===== config.mk =====
export PLATFORM = sky130hd
export DESIGN_NAME = pllfd_top
export DESIGN_NICKNAME = d
export VERILOG_FILES = /design/src/verilog/pllfd_pkg.sv /design/src/verilog/pllfd_div.sv /design/src/verilog/pllfd_top.sv
export SDC_FILE = /design/constraint.sdc
export NUM_CORES = 1
export LEC_CHECK = 0
export ABC_CLOCK_PERIOD_IN_PS = 3750
export BUFFER_PORTS_ARGS = -buffer_cell sky130_fd_sc_hd__buf_2
export CAP_MARGIN = 20
export CORE_AREA = 4 4 157 159
export DETAILED_ROUTE_END_ITERATION = 10
export DIE_AREA = 0 0 161 163
export GPL_TIMING_DRIVEN = 0
export PLACE_DENSITY = 0.56
export SETUP_SLACK_MARGIN = 0.5
export SLEW_MARGIN = 25
export SYNTH_ARGS = -nofsm -noshare
export SYNTH_HDL_FRONTEND = slang
export SYNTH_SLANG_ARGS = --single-unit

===== constraint.sdc =====
create_clock -name clock -period 3.75 [get_ports clock]
set_input_delay 0.1875 -clock clock [delete_from_list [all_inputs] [get_ports clock]]
set_output_delay 0.1875 -clock clock [all_outputs]
set_load 0.005 [all_outputs]

===== src/verilog/pllfd_pkg.sv =====
// Package for the PLL reference and feedback divider block
package pllfd_pkg;
  // Register byte addresses
  localparam logic [7:0] ADDR_REF_LO = 8'h00;
  localparam logic [7:0] ADDR_REF_HI = 8'h04;
  localparam logic [7:0] ADDR_SWAL   = 8'h08;
  localparam logic [7:0] ADDR_MAIN_LO = 8'h0c;
  localparam logic [7:0] ADDR_MAIN_HI = 8'h10;
  localparam logic [7:0] ADDR_PRESC  = 8'h14;
  localparam logic [7:0] ADDR_CTRL   = 8'h18;
  localparam logic [7:0] ADDR_DELAY  = 8'h1c;
  localparam logic [7:0] ADDR_STATUS = 8'h20;

  // Documented widths
  localparam int REF_W  = 14;
  localparam int MAIN_W = 13;
  localparam int SWAL_W = 6;
  localparam int PRE_W  = 6;
  localparam int BYTE_W = 8;

  // Control register fields
  localparam int CTRL_REF_RST  = 0;
  localparam int CTRL_AB_RST   = 1;
  localparam int CTRL_ALL_RST  = 2;
  localparam int CTRL_SYNC_LO  = 6;
  localparam int CTRL_SYNC_HI  = 7;
  localparam logic [1:0] SYNC_OFF = 2'h0;

  // Delay register fields
  localparam int DLY_REF_LO = 0;
  localparam int DLY_REF_EN = 3;
  localparam int DLY_FB_LO  = 4;
  localparam int DLY_FB_EN  = 7;
  localparam int DLY_CODE_W = 3;

  // Status register fields
  localparam int STAT_SWAL  = 0;
  localparam int STAT_SYNC  = 1;
  localparam int STAT_MAIN_LO = 16;

  // Prescaler mode codes
  localparam logic [2:0] MODE_DM2  = 3'h0;
  localparam logic [2:0] MODE_DM4  = 3'h1;
  localparam logic [2:0] MODE_DM8  = 3'h2;
  localparam logic [2:0] MODE_DM16 = 3'h3;
  localparam logic [2:0] MODE_DM32 = 3'h4;
  localparam logic [2:0] MODE_FD1  = 3'h5;
  localparam logic [2:0] MODE_FD2  = 3'h6;
  localparam logic [2:0] MODE_FD3  = 3'h7;
  localparam logic [PRE_W-1:0] PRE_ONE = 6'h01;

  // Reset values
  localparam logic [REF_W-1:0]  REF_RST_VAL  = 14'h0001;
  localparam logic [SWAL_W-1:0] SWAL_RST_VAL = 6'h00;
  localparam logic [MAIN_W-1:0] MAIN_RST_VAL = 13'h0003;
  localparam logic [2:0]        MODE_RST_VAL = MODE_DM2;

  // AXI responses
  localparam logic [1:0] RESP_OKAY   = 2'h0;
  localparam logic [1:0] RESP_SLVERR = 2'h2;

  typedef struct packed {
    logic [REF_W-1:0]  ref_div;
    logic [SWAL_W-1:0] swallow;
    logic [MAIN_W-1:0] main_div;
    logic [2:0]        mode;
  } pllfd_cfg_type;

  typedef struct packed {
    logic                  enable;
    logic [DLY_CODE_W-1:0] code;
  } pllfd_dly_type;
endpackage


===== src/verilog/pllfd_div.sv =====
// Programmable modulo counter used by every divider stage
`timescale 1ns/10ps
`default_nettype none
module pllfd_div #(
  parameter int W = 14
) (
  // Clock and reset
  input  wire logic         clock,
  input  wire logic         rst_n,
  input  wire logic         ce,
  // Counting
  input  wire logic         clr,
  input  wire logic         tick,
  input  wire logic [W-1:0] modulus,
  output logic      [W-1:0] count,
  output logic              wrap
);
  logic [W-1:0] cnt_q;
  logic [W-1:0] cnt_d;
  logic [W-1:0] last;

  if (W < 2) $error("pllfd_div: W must be at least 2");

  // Modulus 0 acts as 1; >= keeps a lowered modulus from overrunning
  always_comb
  begin
    last  = (modulus == '0) ? '0 : modulus - W'(1);
    wrap  = tick && !clr && (cnt_q >= last);
    cnt_d = cnt_q;
    if (clr)
    begin
      cnt_d = '0;
    end
    else if (tick)
    begin
      cnt_d = wrap ? '0 : cnt_q + W'(1);
    end
  end

  always_ff @(posedge clock or negedge rst_n)
  begin
    if (!rst_n)
    begin
      cnt_q <= '0;
    end
    else if (ce)
    begin
      cnt_q <= cnt_d;
    end
  end

  assign count = cnt_q;
endmodule
`default_nettype wire


===== src/verilog/pllfd_top.sv =====
// PLL reference divider, prescaler, swallow and main counters with AXI4-Lite registers
//
// Chosen here: the address map and register access over AXI4-Lite.
`timescale 1ns/10ps
`default_nettype none
module pllfd_top
  import pllfd_pkg::*;
#(
  parameter int REF_BITS  = pllfd_pkg::REF_W,
  parameter int MAIN_BITS = pllfd_pkg::MAIN_W
) (
  // Clock, reset, enable
  input  wire logic                    clock,
  input  wire logic                    rst_n,
  input  wire logic                    ce,
  // Divider inputs, one-cycle pulses per edge; sync_pin_n is an active-low level
  input  wire logic                    ref_tick,
  input  wire logic                    vco_tick,
  input  wire logic                    sync_pin_n,
  // Phase detector inputs and delay cell settings
  output logic                         pd_ref_q,
  output logic                         pd_fb_q,
  output pllfd_pkg::pllfd_dly_type     ref_dly_q,
  output pllfd_pkg::pllfd_dly_type     fb_dly_q,
  // AXI4-Lite slave
  input  wire logic [7:0]              s_axi_awaddr,
  input  wire logic                    s_axi_awvalid,
  output logic                         s_axi_awready,
  input  wire logic [31:0]             s_axi_wdata,
  input  wire logic [3:0]              s_axi_wstrb,
  input  wire logic                    s_axi_wvalid,
  output logic                         s_axi_wready,
  output logic [1:0]                   s_axi_bresp,
  output logic                         s_axi_bvalid,
  input  wire logic                    s_axi_bready,
  input  wire logic [7:0]              s_axi_araddr,
  input  wire logic                    s_axi_arvalid,
  output logic                         s_axi_arready,
  output logic [31:0]                  s_axi_rdata,
  output logic [1:0]                   s_axi_rresp,
  output logic                         s_axi_rvalid,
  input  wire logic                    s_axi_rready
);
  import pllfd_pkg::*;

  if (REF_BITS != REF_W || MAIN_BITS != MAIN_W)
    $error("pllfd_top: register layout serves only the documented widths");

  // Reset release
  logic rst_m_q;
  logic rst_s_q;
  always_ff @(posedge clock or negedge rst_n)
  begin
    if (!rst_n)
    begin
      rst_m_q <= 1'b0;
      rst_s_q <= 1'b0;
    end
    else
    begin
      rst_m_q <= 1'b1;
      rst_s_q <= rst_m_q;
    end
  end

  // Register write path
  pllfd_cfg_type cfg_q, cfg_d;
  logic [7:0]    ctrl_q, ctrl_d;
  logic [7:0]    dly_q, dly_d;
  logic          aw_have_q, aw_have_d, w_have_q, w_have_d;
  logic [7:0]    aw_addr_q, aw_addr_d;
  logic [7:0]    w_byte_q, w_byte_d;
  logic          w_lane_q, w_lane_d;
  logic          awready_d, wready_d, bvalid_d;
  logic [1:0]    bresp_d;

  always_comb
  begin
    cfg_d     = cfg_q;
    ctrl_d    = ctrl_q;
    dly_d     = dly_q;
    aw_have_d = aw_have_q;
    w_have_d  = w_have_q;
    aw_addr_d = aw_addr_q;
    w_byte_d  = w_byte_q;
    w_lane_d  = w_lane_q;
    bvalid_d  = s_axi_bvalid && !s_axi_bready;
    bresp_d   = s_axi_bresp;
    if (s_axi_awvalid && s_axi_awready)
    begin
      aw_have_d = 1'b1;
      aw_addr_d = s_axi_awaddr;
    end
    if (s_axi_wvalid && s_axi_wready)
    begin
      w_have_d = 1'b1;
      w_byte_d = s_axi_wdata[BYTE_W-1:0];
      w_lane_d = s_axi_wstrb[0];
    end
    if (aw_have_q && w_have_q)
    begin
      aw_have_d = 1'b0;
      w_have_d  = 1'b0;
      bvalid_d  = 1'b1;
      bresp_d   = RESP_OKAY;
      unique case (aw_addr_q)
        ADDR_REF_LO:  if (w_lane_q) cfg_d.ref_div[BYTE_W-1:0] = w_byte_q;
        ADDR_REF_HI:  if (w_lane_q) cfg_d.ref_div[REF_W-1:BYTE_W] = w_byte_q[REF_W-BYTE_W-1:0];
        ADDR_SWAL:    if (w_lane_q) cfg_d.swallow = w_byte_q[SWAL_W-1:0];
        ADDR_MAIN_LO: if (w_lane_q) cfg_d.main_div[BYTE_W-1:0] = w_byte_q;
        ADDR_MAIN_HI: if (w_lane_q) cfg_d.main_div[MAIN_W-1:BYTE_W] = w_byte_q[MAIN_W-BYTE_W-1:0];
        ADDR_PRESC:   if (w_lane_q) cfg_d.mode = w_byte_q[2:0];
        ADDR_CTRL:    if (w_lane_q) ctrl_d = w_byte_q;
        ADDR_DELAY:   if (w_lane_q) dly_d = w_byte_q;
        ADDR_STATUS:  bresp_d = RESP_OKAY;
        default:      bresp_d = RESP_SLVERR;
      endcase
    end
    // One write in flight; hold off new halves until the answer is taken
    awready_d = !aw_have_d && !bvalid_d;
    wready_d  = !w_have_d && !bvalid_d;
  end

  always_ff @(posedge clock or negedge rst_s_q)
  begin
    if (!rst_s_q)
    begin
      cfg_q         <= '{ref_div: REF_RST_VAL, swallow: SWAL_RST_VAL,
                         main_div: MAIN_RST_VAL, mode: MODE_RST_VAL};
      ctrl_q        <= '0;
      dly_q         <= '0;
      aw_have_q     <= 1'b0;
      w_have_q      <= 1'b0;
      aw_addr_q     <= '0;
      w_byte_q      <= '0;
      w_lane_q      <= 1'b0;
      s_axi_awready <= 1'b0;
      s_axi_wready  <= 1'b0;
      s_axi_bvalid  <= 1'b0;
      s_axi_bresp   <= RESP_OKAY;
    end
    else if (ce)
    begin
      cfg_q         <= cfg_d;
      ctrl_q        <= ctrl_d;
      dly_q         <= dly_d;
      aw_have_q     <= aw_have_d;
      w_have_q      <= w_have_d;
      aw_addr_q     <= aw_addr_d;
      w_byte_q      <= w_byte_d;
      w_lane_q      <= w_lane_d;
      s_axi_awready <= awready_d;
      s_axi_wready  <= wready_d;
      s_axi_bvalid  <= bvalid_d;
      s_axi_bresp   <= bresp_d;
    end
  end

  // Divider chain
  logic              sync_rst, ref_rst, ab_rst, fixed_mode, swal_phase;
  logic [PRE_W-1:0]  pre_mod, pre_cnt;
  logic [REF_W-1:0]  ref_cnt;
  logic [MAIN_W-1:0] main_cnt;
  logic              ref_wrap, pre_wrap, main_wrap;

  always_comb
  begin
    sync_rst = (ctrl_q[CTRL_SYNC_HI:CTRL_SYNC_LO] != SYNC_OFF) && !sync_pin_n;
    ref_rst  = ctrl_q[CTRL_REF_RST] || ctrl_q[CTRL_ALL_RST] || sync_rst;
    ab_rst   = ctrl_q[CTRL_AB_RST] || ctrl_q[CTRL_ALL_RST] || sync_rst;
    fixed_mode = (cfg_q.mode == MODE_FD1) || (cfg_q.mode == MODE_FD2)
                 || (cfg_q.mode == MODE_FD3);
    // Swallow zero means no P+1 cycles at all
    swal_phase = !fixed_mode && (main_cnt < MAIN_W'(cfg_q.swallow));
    unique case (cfg_q.mode)
      MODE_FD1: pre_mod = PRE_ONE;
      MODE_FD2: pre_mod = PRE_W'(2);
      MODE_FD3: pre_mod = PRE_W'(3);
      default:  pre_mod = (PRE_ONE << (cfg_q.mode + 3'h1)) + PRE_W'(swal_phase);
    endcase
  end

  // Settings 0 and 1 both give a wrap on every reference edge
  pllfd_div #(.W(REF_W)) u_ref_div (
    .clock   (clock),
    .rst_n   (rst_s_q),
    .ce      (ce),
    .clr     (ref_rst),
    .tick    (ref_tick),
    .modulus (cfg_q.ref_div),
    .count   (ref_cnt),
    .wrap    (ref_wrap)
  );

  pllfd_div #(.W(PRE_W)) u_presc (
    .clock   (clock),
    .rst_n   (rst_s_q),
    .ce      (ce),
    .clr     (ab_rst),
    .tick    (vco_tick),
    .modulus (pre_mod),
    .count   (pre_cnt),
    .wrap    (pre_wrap)
  );

  // Main value 1 passes every prescaler cycle straight out
  pllfd_div #(.W(MAIN_W)) u_main (
    .clock   (clock),
    .rst_n   (rst_s_q),
    .ce      (ce),
    .clr     (ab_rst),
    .tick    (pre_wrap),
    .modulus (cfg_q.main_div),
    .count   (main_cnt),
    .wrap    (main_wrap)
  );

  // Registered outputs and read path
  logic        arready_d, rvalid_d;
  logic [31:0] rdata_d;
  logic [1:0]  rresp_d;

  always_comb
  begin
    rvalid_d = s_axi_rvalid && !s_axi_rready;
    rdata_d  = s_axi_rdata;
    rresp_d  = s_axi_rresp;
    if (s_axi_arvalid && s_axi_arready)
    begin
      rvalid_d = 1'b1;
      rdata_d  = '0;
      rresp_d  = RESP_OKAY;
      unique case (s_axi_araddr)
        ADDR_REF_LO:  rdata_d[BYTE_W-1:0] = cfg_q.ref_div[BYTE_W-1:0];
        ADDR_REF_HI:  rdata_d[REF_W-BYTE_W-1:0] = cfg_q.ref_div[REF_W-1:BYTE_W];
        ADDR_SWAL:    rdata_d[SWAL_W-1:0] = cfg_q.swallow;
        ADDR_MAIN_LO: rdata_d[BYTE_W-1:0] = cfg_q.main_div[BYTE_W-1:0];
        ADDR_MAIN_HI: rdata_d[MAIN_W-BYTE_W-1:0] = cfg_q.main_div[MAIN_W-1:BYTE_W];
        ADDR_PRESC:   rdata_d[2:0] = cfg_q.mode;
        ADDR_CTRL:    rdata_d[BYTE_W-1:0] = ctrl_q;
        ADDR_DELAY:   rdata_d[BYTE_W-1:0] = dly_q;
        ADDR_STATUS:
        begin
          rdata_d[STAT_SWAL] = swal_phase;
          rdata_d[STAT_SYNC] = sync_rst;
          rdata_d[STAT_MAIN_LO +: MAIN_W] = main_cnt;
        end
        default:      rresp_d = RESP_SLVERR;
      endcase
    end
    arready_d = !rvalid_d;
  end

  always_ff @(posedge clock or negedge rst_s_q)
  begin
    if (!rst_s_q)
    begin
      pd_ref_q      <= 1'b0;
      pd_fb_q       <= 1'b0;
      ref_dly_q     <= '0;
      fb_dly_q      <= '0;
      s_axi_arready <= 1'b0;
      s_axi_rvalid  <= 1'b0;
      s_axi_rdata   <= '0;
      s_axi_rresp   <= RESP_OKAY;
    end
    else if (ce)
    begin
      pd_ref_q      <= ref_wrap;
      pd_fb_q       <= main_wrap;
      ref_dly_q     <= '{enable: dly_d[DLY_REF_EN], code: dly_d[DLY_REF_LO +: DLY_CODE_W]};
      fb_dly_q      <= '{enable: dly_d[DLY_FB_EN], code: dly_d[DLY_FB_LO +: DLY_CODE_W]};
      s_axi_arready <= arready_d;
      s_axi_rvalid  <= rvalid_d;
      s_axi_rdata   <= rdata_d;
      s_axi_rresp   <= rresp_d;
    end
  end
endmodule
`default_nettype wire


* After elaboration in Yosys (flattened, before gate mapping)
Cells that the tools add are included.
W data, S select, Z words.
** Storage, ports and cells
- Input port bits :: 63
- Logic and storage cells :: 151
- Output and inout bits :: 51
- Flip-flop bits (word level) :: 146
** Cells by class
- $add $sub $neg :: 8
- Equal/unequal tests :: 19
- Shift-type cells :: 1
- $lt $le $gt $ge :: 4
- Muxes and demuxes :: 30
- Reductions and logical operators :: 57
** Operators by type and width (count)
- $mux W13 :: 5
- $eq A8 B5 Y1 const B :: 8
- $mux W14 :: 4
- $eq A8 B4 Y1 const B :: 4
- $reduce_and A4 Y1 :: 7
- $mux W6 :: 4
- $mux W8 :: 3
- $pmux W2 S9 :: 1
- $pmux W6 S3 :: 1
- $reduce_or A9 Y1 :: 2
- $eq A8 B3 Y1 const B :: 2
- $eq A8 B6 Y1 const B :: 2
- $logic_and A1 B1 Y1 :: 16
- $logic_not A8 Y1 :: 2
- $add A14 B1 Y14 const B :: 1
- $ge A14 B14 Y1 :: 1
- $logic_not A14 Y1 :: 1
- $pmux W2 S7 :: 1
- $reduce_and A2 Y1 :: 7
- $sub A14 B1 Y14 const B :: 1
- $add A13 B1 Y13 const B :: 1
- $ge A13 B13 Y1 :: 1
- $logic_not A13 Y1 :: 1
- $lt A13 B6 Y1 :: 1
- other kinds (17) :: 42

* Logic depth before layout (Yosys ltp)
- Depth in word-level cells :: 16
- Mapped depth :: 24
- Mapped depth without buffers :: 22

* Modules after synthesis
Synthesis repeated with hierarchy kept, for this count alone.
** Unflattened totals
- Cell total of the unflattened synthesis :: 819
- Area total of the unflattened synthesis :: 8262.9 um2
** Modules (own cells, without submodules)
- pllfd_top :: area each 4873.4 um2, times used 1, cells an instance 391
- pllfd_div at u_ref_div :: area each 1428.9 um2, times used 1, cells an instance 173
- pllfd_div at u_main :: area each 1326.3 um2, times used 1, cells an instance 178
- pllfd_div at u_presc :: area each 634.4 um2, times used 1, cells an instance 77

* Worst setup path after synthesis
Ideal clock, no wire load.
- Kind :: register to register
- From :: register cfg_q[1] (netlist name)
- To :: register u_main.cnt_q[5] (netlist: u_main.count[5])
- Data arrival time :: 4685 ps
- Required time :: 3686 ps
- Path slack :: -999 ps
- Cell stages (with the launch flop) :: 25
- Cells stage by stage :: dfrtp_1 -> clkbuf_1 -> nand2_1 -> inv_1 -> ha_1 -> a21oi_1 -> o2111ai_1 -> a41oi_1 -> ha_1 -> a21boi_0 -> a211oi_1 -> inv_1 -> ha_1 -> nand2b_1 -> o21ai_0 -> a221o_1 -> a21o_1 -> ha_1 -> o21a_1 -> o21ai_0 -> a31oi_1 -> o2111ai_1 -> buf_2 -> nor4_1 -> a21o_1
** Between the ends
- Longest elaborated chain between the ends :: 16
- Elaborated cells on any way between the ends :: 23
- Classes of those cells :: add/sub: 3; order compare: 1; eq/ne: 3; shift: 1; mux: 5; reduce/logical: 10
** Ends and longest elaborated chain
- start, declared :: line pllfd_top.sv:67 : pllfd_cfg_type cfg_q, cfg_d;
- start signal, assigned :: line pllfd_top.sv:128 : cfg_q <= '{ref_div: REF_RST_VAL, swallow: SWAL_RST_VAL,
- start signal, assigned :: line pllfd_top.sv:144 : cfg_q <= cfg_d;
- parallel branches: the longest is 6 deep, another holds $add A6 B1 Y6
- $pmux W6 S3 (*) :: line pllfd_top.sv:175 : unique case (cfg_q.mode)
- $sub A6 B1 Y6 / $logic_not A6 Y1 (equally long branches) :: line pllfd_div.sv:27 : last = (modulus == '0) ? '0 : modulus - W'(1);
- $mux W6 (*) :: line pllfd_div.sv:27
- $ge A6 B6 Y1 (*) :: line pllfd_div.sv:28 : wrap = tick && !clr && (cnt_q >= last);
- $logic_and A1 B1 Y1 (*) :: line pllfd_div.sv:28
- $logic_and A1 B1 Y1 (2 in series) :: line pllfd_div.sv:28
- $mux W13 :: line pllfd_div.sv:36 : cnt_d = wrap ? '0 : cnt_q + W'(1);
- $mux W13 :: line pllfd_div.sv:34 : else if (tick)
- $mux W13 :: line pllfd_div.sv:30 : if (clr)
- end signal, assigned :: line pllfd_div.sv:48 : cnt_q <= cnt_d;
- end, declared :: line pllfd_div.sv:18 : logic [W-1:0] cnt_q;
Mark *: on every way between the ends. The select of a mux whose other input is x is not followed.
A chain may end at the register's enable or synchronous reset.

* Worst setup path in the final report
- From :: register u_main.cnt_q[11] (netlist: u_main.count[11])
- To :: register u_main.cnt_q[11] (netlist: u_main.count[11])
** Between the ends
- Longest elaborated chain between the ends :: 13
- Elaborated cells on any way between the ends :: 18
- Classes of those cells :: add/sub: 3; order compare: 3; mux: 5; reduce/logical: 7
** Ends and longest elaborated chain
- $lt A13 B6 Y1 :: line pllfd_top.sv:174 : swal_phase = !fixed_mode && (main_cnt < MAIN_W'(cfg_q.swallow));
- $logic_and A1 B1 Y1 :: line pllfd_top.sv:174
- $add A6 B1 Y6 :: line pllfd_top.sv:179 : default: pre_mod = (PRE_ONE << (cfg_q.mode + 3'h1)) + PRE_W'(swal_phase);
- $pmux W6 S3 :: line pllfd_top.sv:175
- $sub A6 B1 Y6 / $logic_not A6 Y1 (equally long branches) :: line pllfd_div.sv:27
- $mux W6 :: line pllfd_div.sv:27
- $ge A6 B6 Y1 :: line pllfd_div.sv:28
- $logic_and A1 B1 Y1 (3 in series) :: line pllfd_div.sv:28
- $mux W13 :: line pllfd_div.sv:36
- $mux W13 :: line pllfd_div.sv:34
- $mux W13 :: line pllfd_div.sv:30
Several ways; a longest one is shown, not always the timed one. The select of a mux whose other input is x is not followed.

==> results.md <==
* Result of the run: finished with violations
* Violations in the final reports: negative setup slack
* Post-synthesis register bit count at 136
* Number of antenna violations at the first check in global routing at 0
* Cell Pwr Density at 581 mW/mm^2
* Min-Delay Path Class: input port to flip-flop
* Initial Utilization at 34.6%
* Launching element type of the critical path: flip-flop
* Required time reported for the critical path endpoint at 4110 ps
* Number of iterations in the first detailed-routing pass at 5
* Vias in the first global route at 6775
* Post-route DRC at 0
* Hold path cells at 2
* Maximum clock frequency at 0.238 GHz
* Worst Setup End Kind: flip-flop
* Max-cap viol count at 0
* Worst Setup Slack post-DPL at -1100 ps
* Synth Flop Type: sky130_fd_sc_hd__dfrtp_1
* Die H at 163 um
* Clock H-tree levels at 4
* Arrival @ worst endpoint at 4550 ps
* Number of setup violations in the final report at 20
* Worst-skew pair later-pin latency at 430 ps
* Routed via count at 6775
* Top-level port count at 114
* Detailed-route wire length at 22.0 mm
* GPL Wtd Cong at 0.865
* Fraction of final layout cells sized beyond drive strength 1 at 34.9%
* Clock-pin slew of the registers on the worst-case setup and hold paths at 60 ps
* Synth-to-Final Area Change at 33.9%
* Filler-free cell count of the finished design at 1311
* GRT Residual Overflow at 0
* Number of flops mapped to enable cells by yosys at 0
* Leakage power summed over all cells at 4.94 nW
* Number of nets in the layout at 1089
* PnR worst setup slack at -445 ps
* Die X at 161 um
* Syn Inst Count at 826
* Core utilization of the finished layout at 46.4%
* Detailed placement HPWL at 16.0 mm
* Worst-case clock skew at 11.9 ps
* Post-synth design cell area at 0.00805 mm^2
* Via count normalized by instance count at 5.17
* Number of different library cells in the post-synthesis netlist at 63
* Total clock buffers created by CTS at 17
* Crit share post-route at 112%
* Slew HR at 28.6%
* Setup repair after global routing missed its margin: yes
* Buffer type at the clock tree root: sky130_fd_sc_hd__clkbuf_16
* Fin. Hold Viols at 0
* Clock tree from TritonCTS: yes
* Worst Tran Pin Value at 1070 ps
* Highest net fanout along the worst path at 7
* Maximum number of pins on one net before global-route repair at 44
* Number of rows in the core area at 56
* Dominant cells by area after synthesis: sky130_fd_sc_hd__dfrtp_1, sky130_fd_sc_hd__mux2_2, sky130_fd_sc_hd__ha_1
* Final number of max-transition violations at 0
* Shortest clock period the worst path allows after layout at 4190 ps
* Peak supply drop at 294 uV
* Port bufs at 72
* Cell Count Post-Placement at 1232
* Cell depth of the worst flop-to-flop path at 21
* Wire length of the first global-routing pass at 36.2 mm
* Leading area contributor after synthesis: sky130_fd_sc_hd__dfrtp_1
* Synth Warn # at 0
* Overall Global Routing Usage at 17.2%
* Fraction of synthesis flops using an asynchronous set or reset pin at 100%
* Crit Path Category: flip-flop to flip-flop
* First-iteration detailed-routing DRC count at 429
* ANT cells at 0
* Buffer depth of the longest clock path at 2
* Clock sink count at 136
* DIE AREA at 0.0262 mm^2
* DR WL/cell at 16.8 um
* Fraction of synthesized cell area taken by the top area cell type at 41.3%
* Avg Synthesized Cell Area at 9.75 um^2
* Sequential fraction of the synthesis area at 42.3%
* Antenna Violating Nets Remaining at 0
* Std-Cell Core Area at 0.0233 mm^2
per-layer routing:
metal  GRT usage (%)  vias up  routed length, um  part of all wire, %
met1            23.9     3310              10500                   48
met5               0        -                  0                    0
met4            5.27        0                434                  2.0
met3            3.47       25               1070                  4.9
met2            27.0      161               9980                   45
li1                -     3279                  -                    -
Yosys cell counts, drive strengths merged, types with 12 or more instances:
cell / number
a211oi: 12
a21o: 16
a21oi: 20
buf: 20
clkbuf: 22
dfrtp: 133
ha: 47
inv: 29
mux2: 67
mux2i: 12
nand2: 124
nand3: 22
nor2: 44
nor3: 26
nor4: 12
o21ai: 54
xor2: 17
cells by family after synthesis:
family | share of synthesized area [%]
compound gates | 14.1
simple gates | 17.8
buf+inv | 4.01
xor+xnor | 2.72
mux | 11.7
flops | 42.3
other cells | 0.0933
fa+ha+maj | 7.30
placed cells by master (no fill, tap or decap), types with 9 or more instances in the layout:
master,n
sky130_fd_sc_hd__a21o_1,16
sky130_fd_sc_hd__a21oi_1,16
sky130_fd_sc_hd__buf_2,77
sky130_fd_sc_hd__buf_4,36
sky130_fd_sc_hd__buf_6,9
sky130_fd_sc_hd__clkbuf_1,15
sky130_fd_sc_hd__clkbuf_16,17
sky130_fd_sc_hd__conb_1,14
sky130_fd_sc_hd__dfrtp_1,124
sky130_fd_sc_hd__dlygate4sd3_1,14
sky130_fd_sc_hd__ha_1,35
sky130_fd_sc_hd__ha_4,12
sky130_fd_sc_hd__inv_1,28
sky130_fd_sc_hd__mux2_2,65
sky130_fd_sc_hd__mux2i_1,12
sky130_fd_sc_hd__nand2_1,117
sky130_fd_sc_hd__nand3_1,21
sky130_fd_sc_hd__nor2_1,43
sky130_fd_sc_hd__nor3_1,18
sky130_fd_sc_hd__o21ai_0,43
sky130_fd_sc_hd__xor2_1,16
sequential cells by signal, summed over array words and instances (netlist names), 6 cells and up:
signal and count:
u_presc.count 6, cfg_q 36, u_main.count 13, s_axi_rdata 21
u_ref_div.count 14, ctrl_q 8, aw_addr_q 8, dly_q 8
w_byte_q 8
final timing paths:
kind                             startpoint               end  slack [ps]
hold / removal               s_axi_wdata[6]       w_byte_q[6]          10
max in group asynchronous           rst_s_q          cfg_q[4]        2430
hold reg to reg                     rst_s_q      aw_addr_q[0]         190
setup / recovery           u_main.count[11]  u_main.count[11]        -440
setup reg to reg           u_main.count[11]  u_main.count[11]        -440
min in group asynchronous             rst_n           rst_s_q          70
area by class of cell:
type / count / area (um^2)
flip-flops and latches: 136 / 3420
fillers: 2227 / 12500
plain buffers: 42 / 280
inverters: 29 / 109
clock buffers: 18 / 439
clock inverters: 14 / 161
repair buffers: 122 / 853
multi-input cells: 631 / 5120
well taps: 319 / 399
per-stage QoR:
stage	instance area, um^2	setup TNS (ps)	hold WS [ps]	power [mW]
3_3_place_gp	9020	-19070	-27.9	3.73
2_1_floorplan	8260	-5450	-108	3.23
4_1_cts	10600	-8740	2.05	6.10
6_report	10800	-7040	9.92	6.26
5_1_grt	10800	-11690	8.34	6.69
3_5_place_dp	9090	-19410	-26.2	3.78
power breakdown:
| group | internal (mW) | switching [mW] |
|---|---|---|
| clock | 1.02 | 0.701 |
| sequential | 1.71 | 0.334 |
| combinational | 1.14 | 1.37 |
| total | 3.86 | 2.40 |
timing repair:
| item | 4_1_cts | 5_1_grt |
|---|---|---|
| gates cloned | 3 | 0 |
| endpoints found under the setup margin | 35 | 35 |
| resized for setup | 96 | 41 |
| buffers inserted | 26 | 4 |
| hold buffers | 14 | 0 |
| pin swaps | 38 | 24 |
| endpoints found under the hold margin | 15 | 0 |
worst max-delay path: stages, from the launching register on:
cell and delay, ps:
sky130_fd_sc_hd__dfrtp_1 510, sky130_fd_sc_hd__nor4_4 360, sky130_fd_sc_hd__o2111ai_2 190, sky130_fd_sc_hd__a41oi_4 250, sky130_fd_sc_hd__ha_4 180, sky130_fd_sc_hd__nor3b_2 50, sky130_fd_sc_hd__a211oi_2 250, sky130_fd_sc_hd__inv_1 110
sky130_fd_sc_hd__ha_4 190, sky130_fd_sc_hd__nand2b_4 70, sky130_fd_sc_hd__o21ai_1 60, sky130_fd_sc_hd__a221o_1 290, sky130_fd_sc_hd__a21o_1 190, sky130_fd_sc_hd__ha_4 280, sky130_fd_sc_hd__o21a_1 130, sky130_fd_sc_hd__o21ai_2 70
sky130_fd_sc_hd__a31oi_4 220, sky130_fd_sc_hd__o2111ai_4 190, sky130_fd_sc_hd__buf_6 200, sky130_fd_sc_hd__buf_6 130, sky130_fd_sc_hd__nor3_4 100, sky130_fd_sc_hd__a211o_1 120
Power figures use the tool's default switching activity.
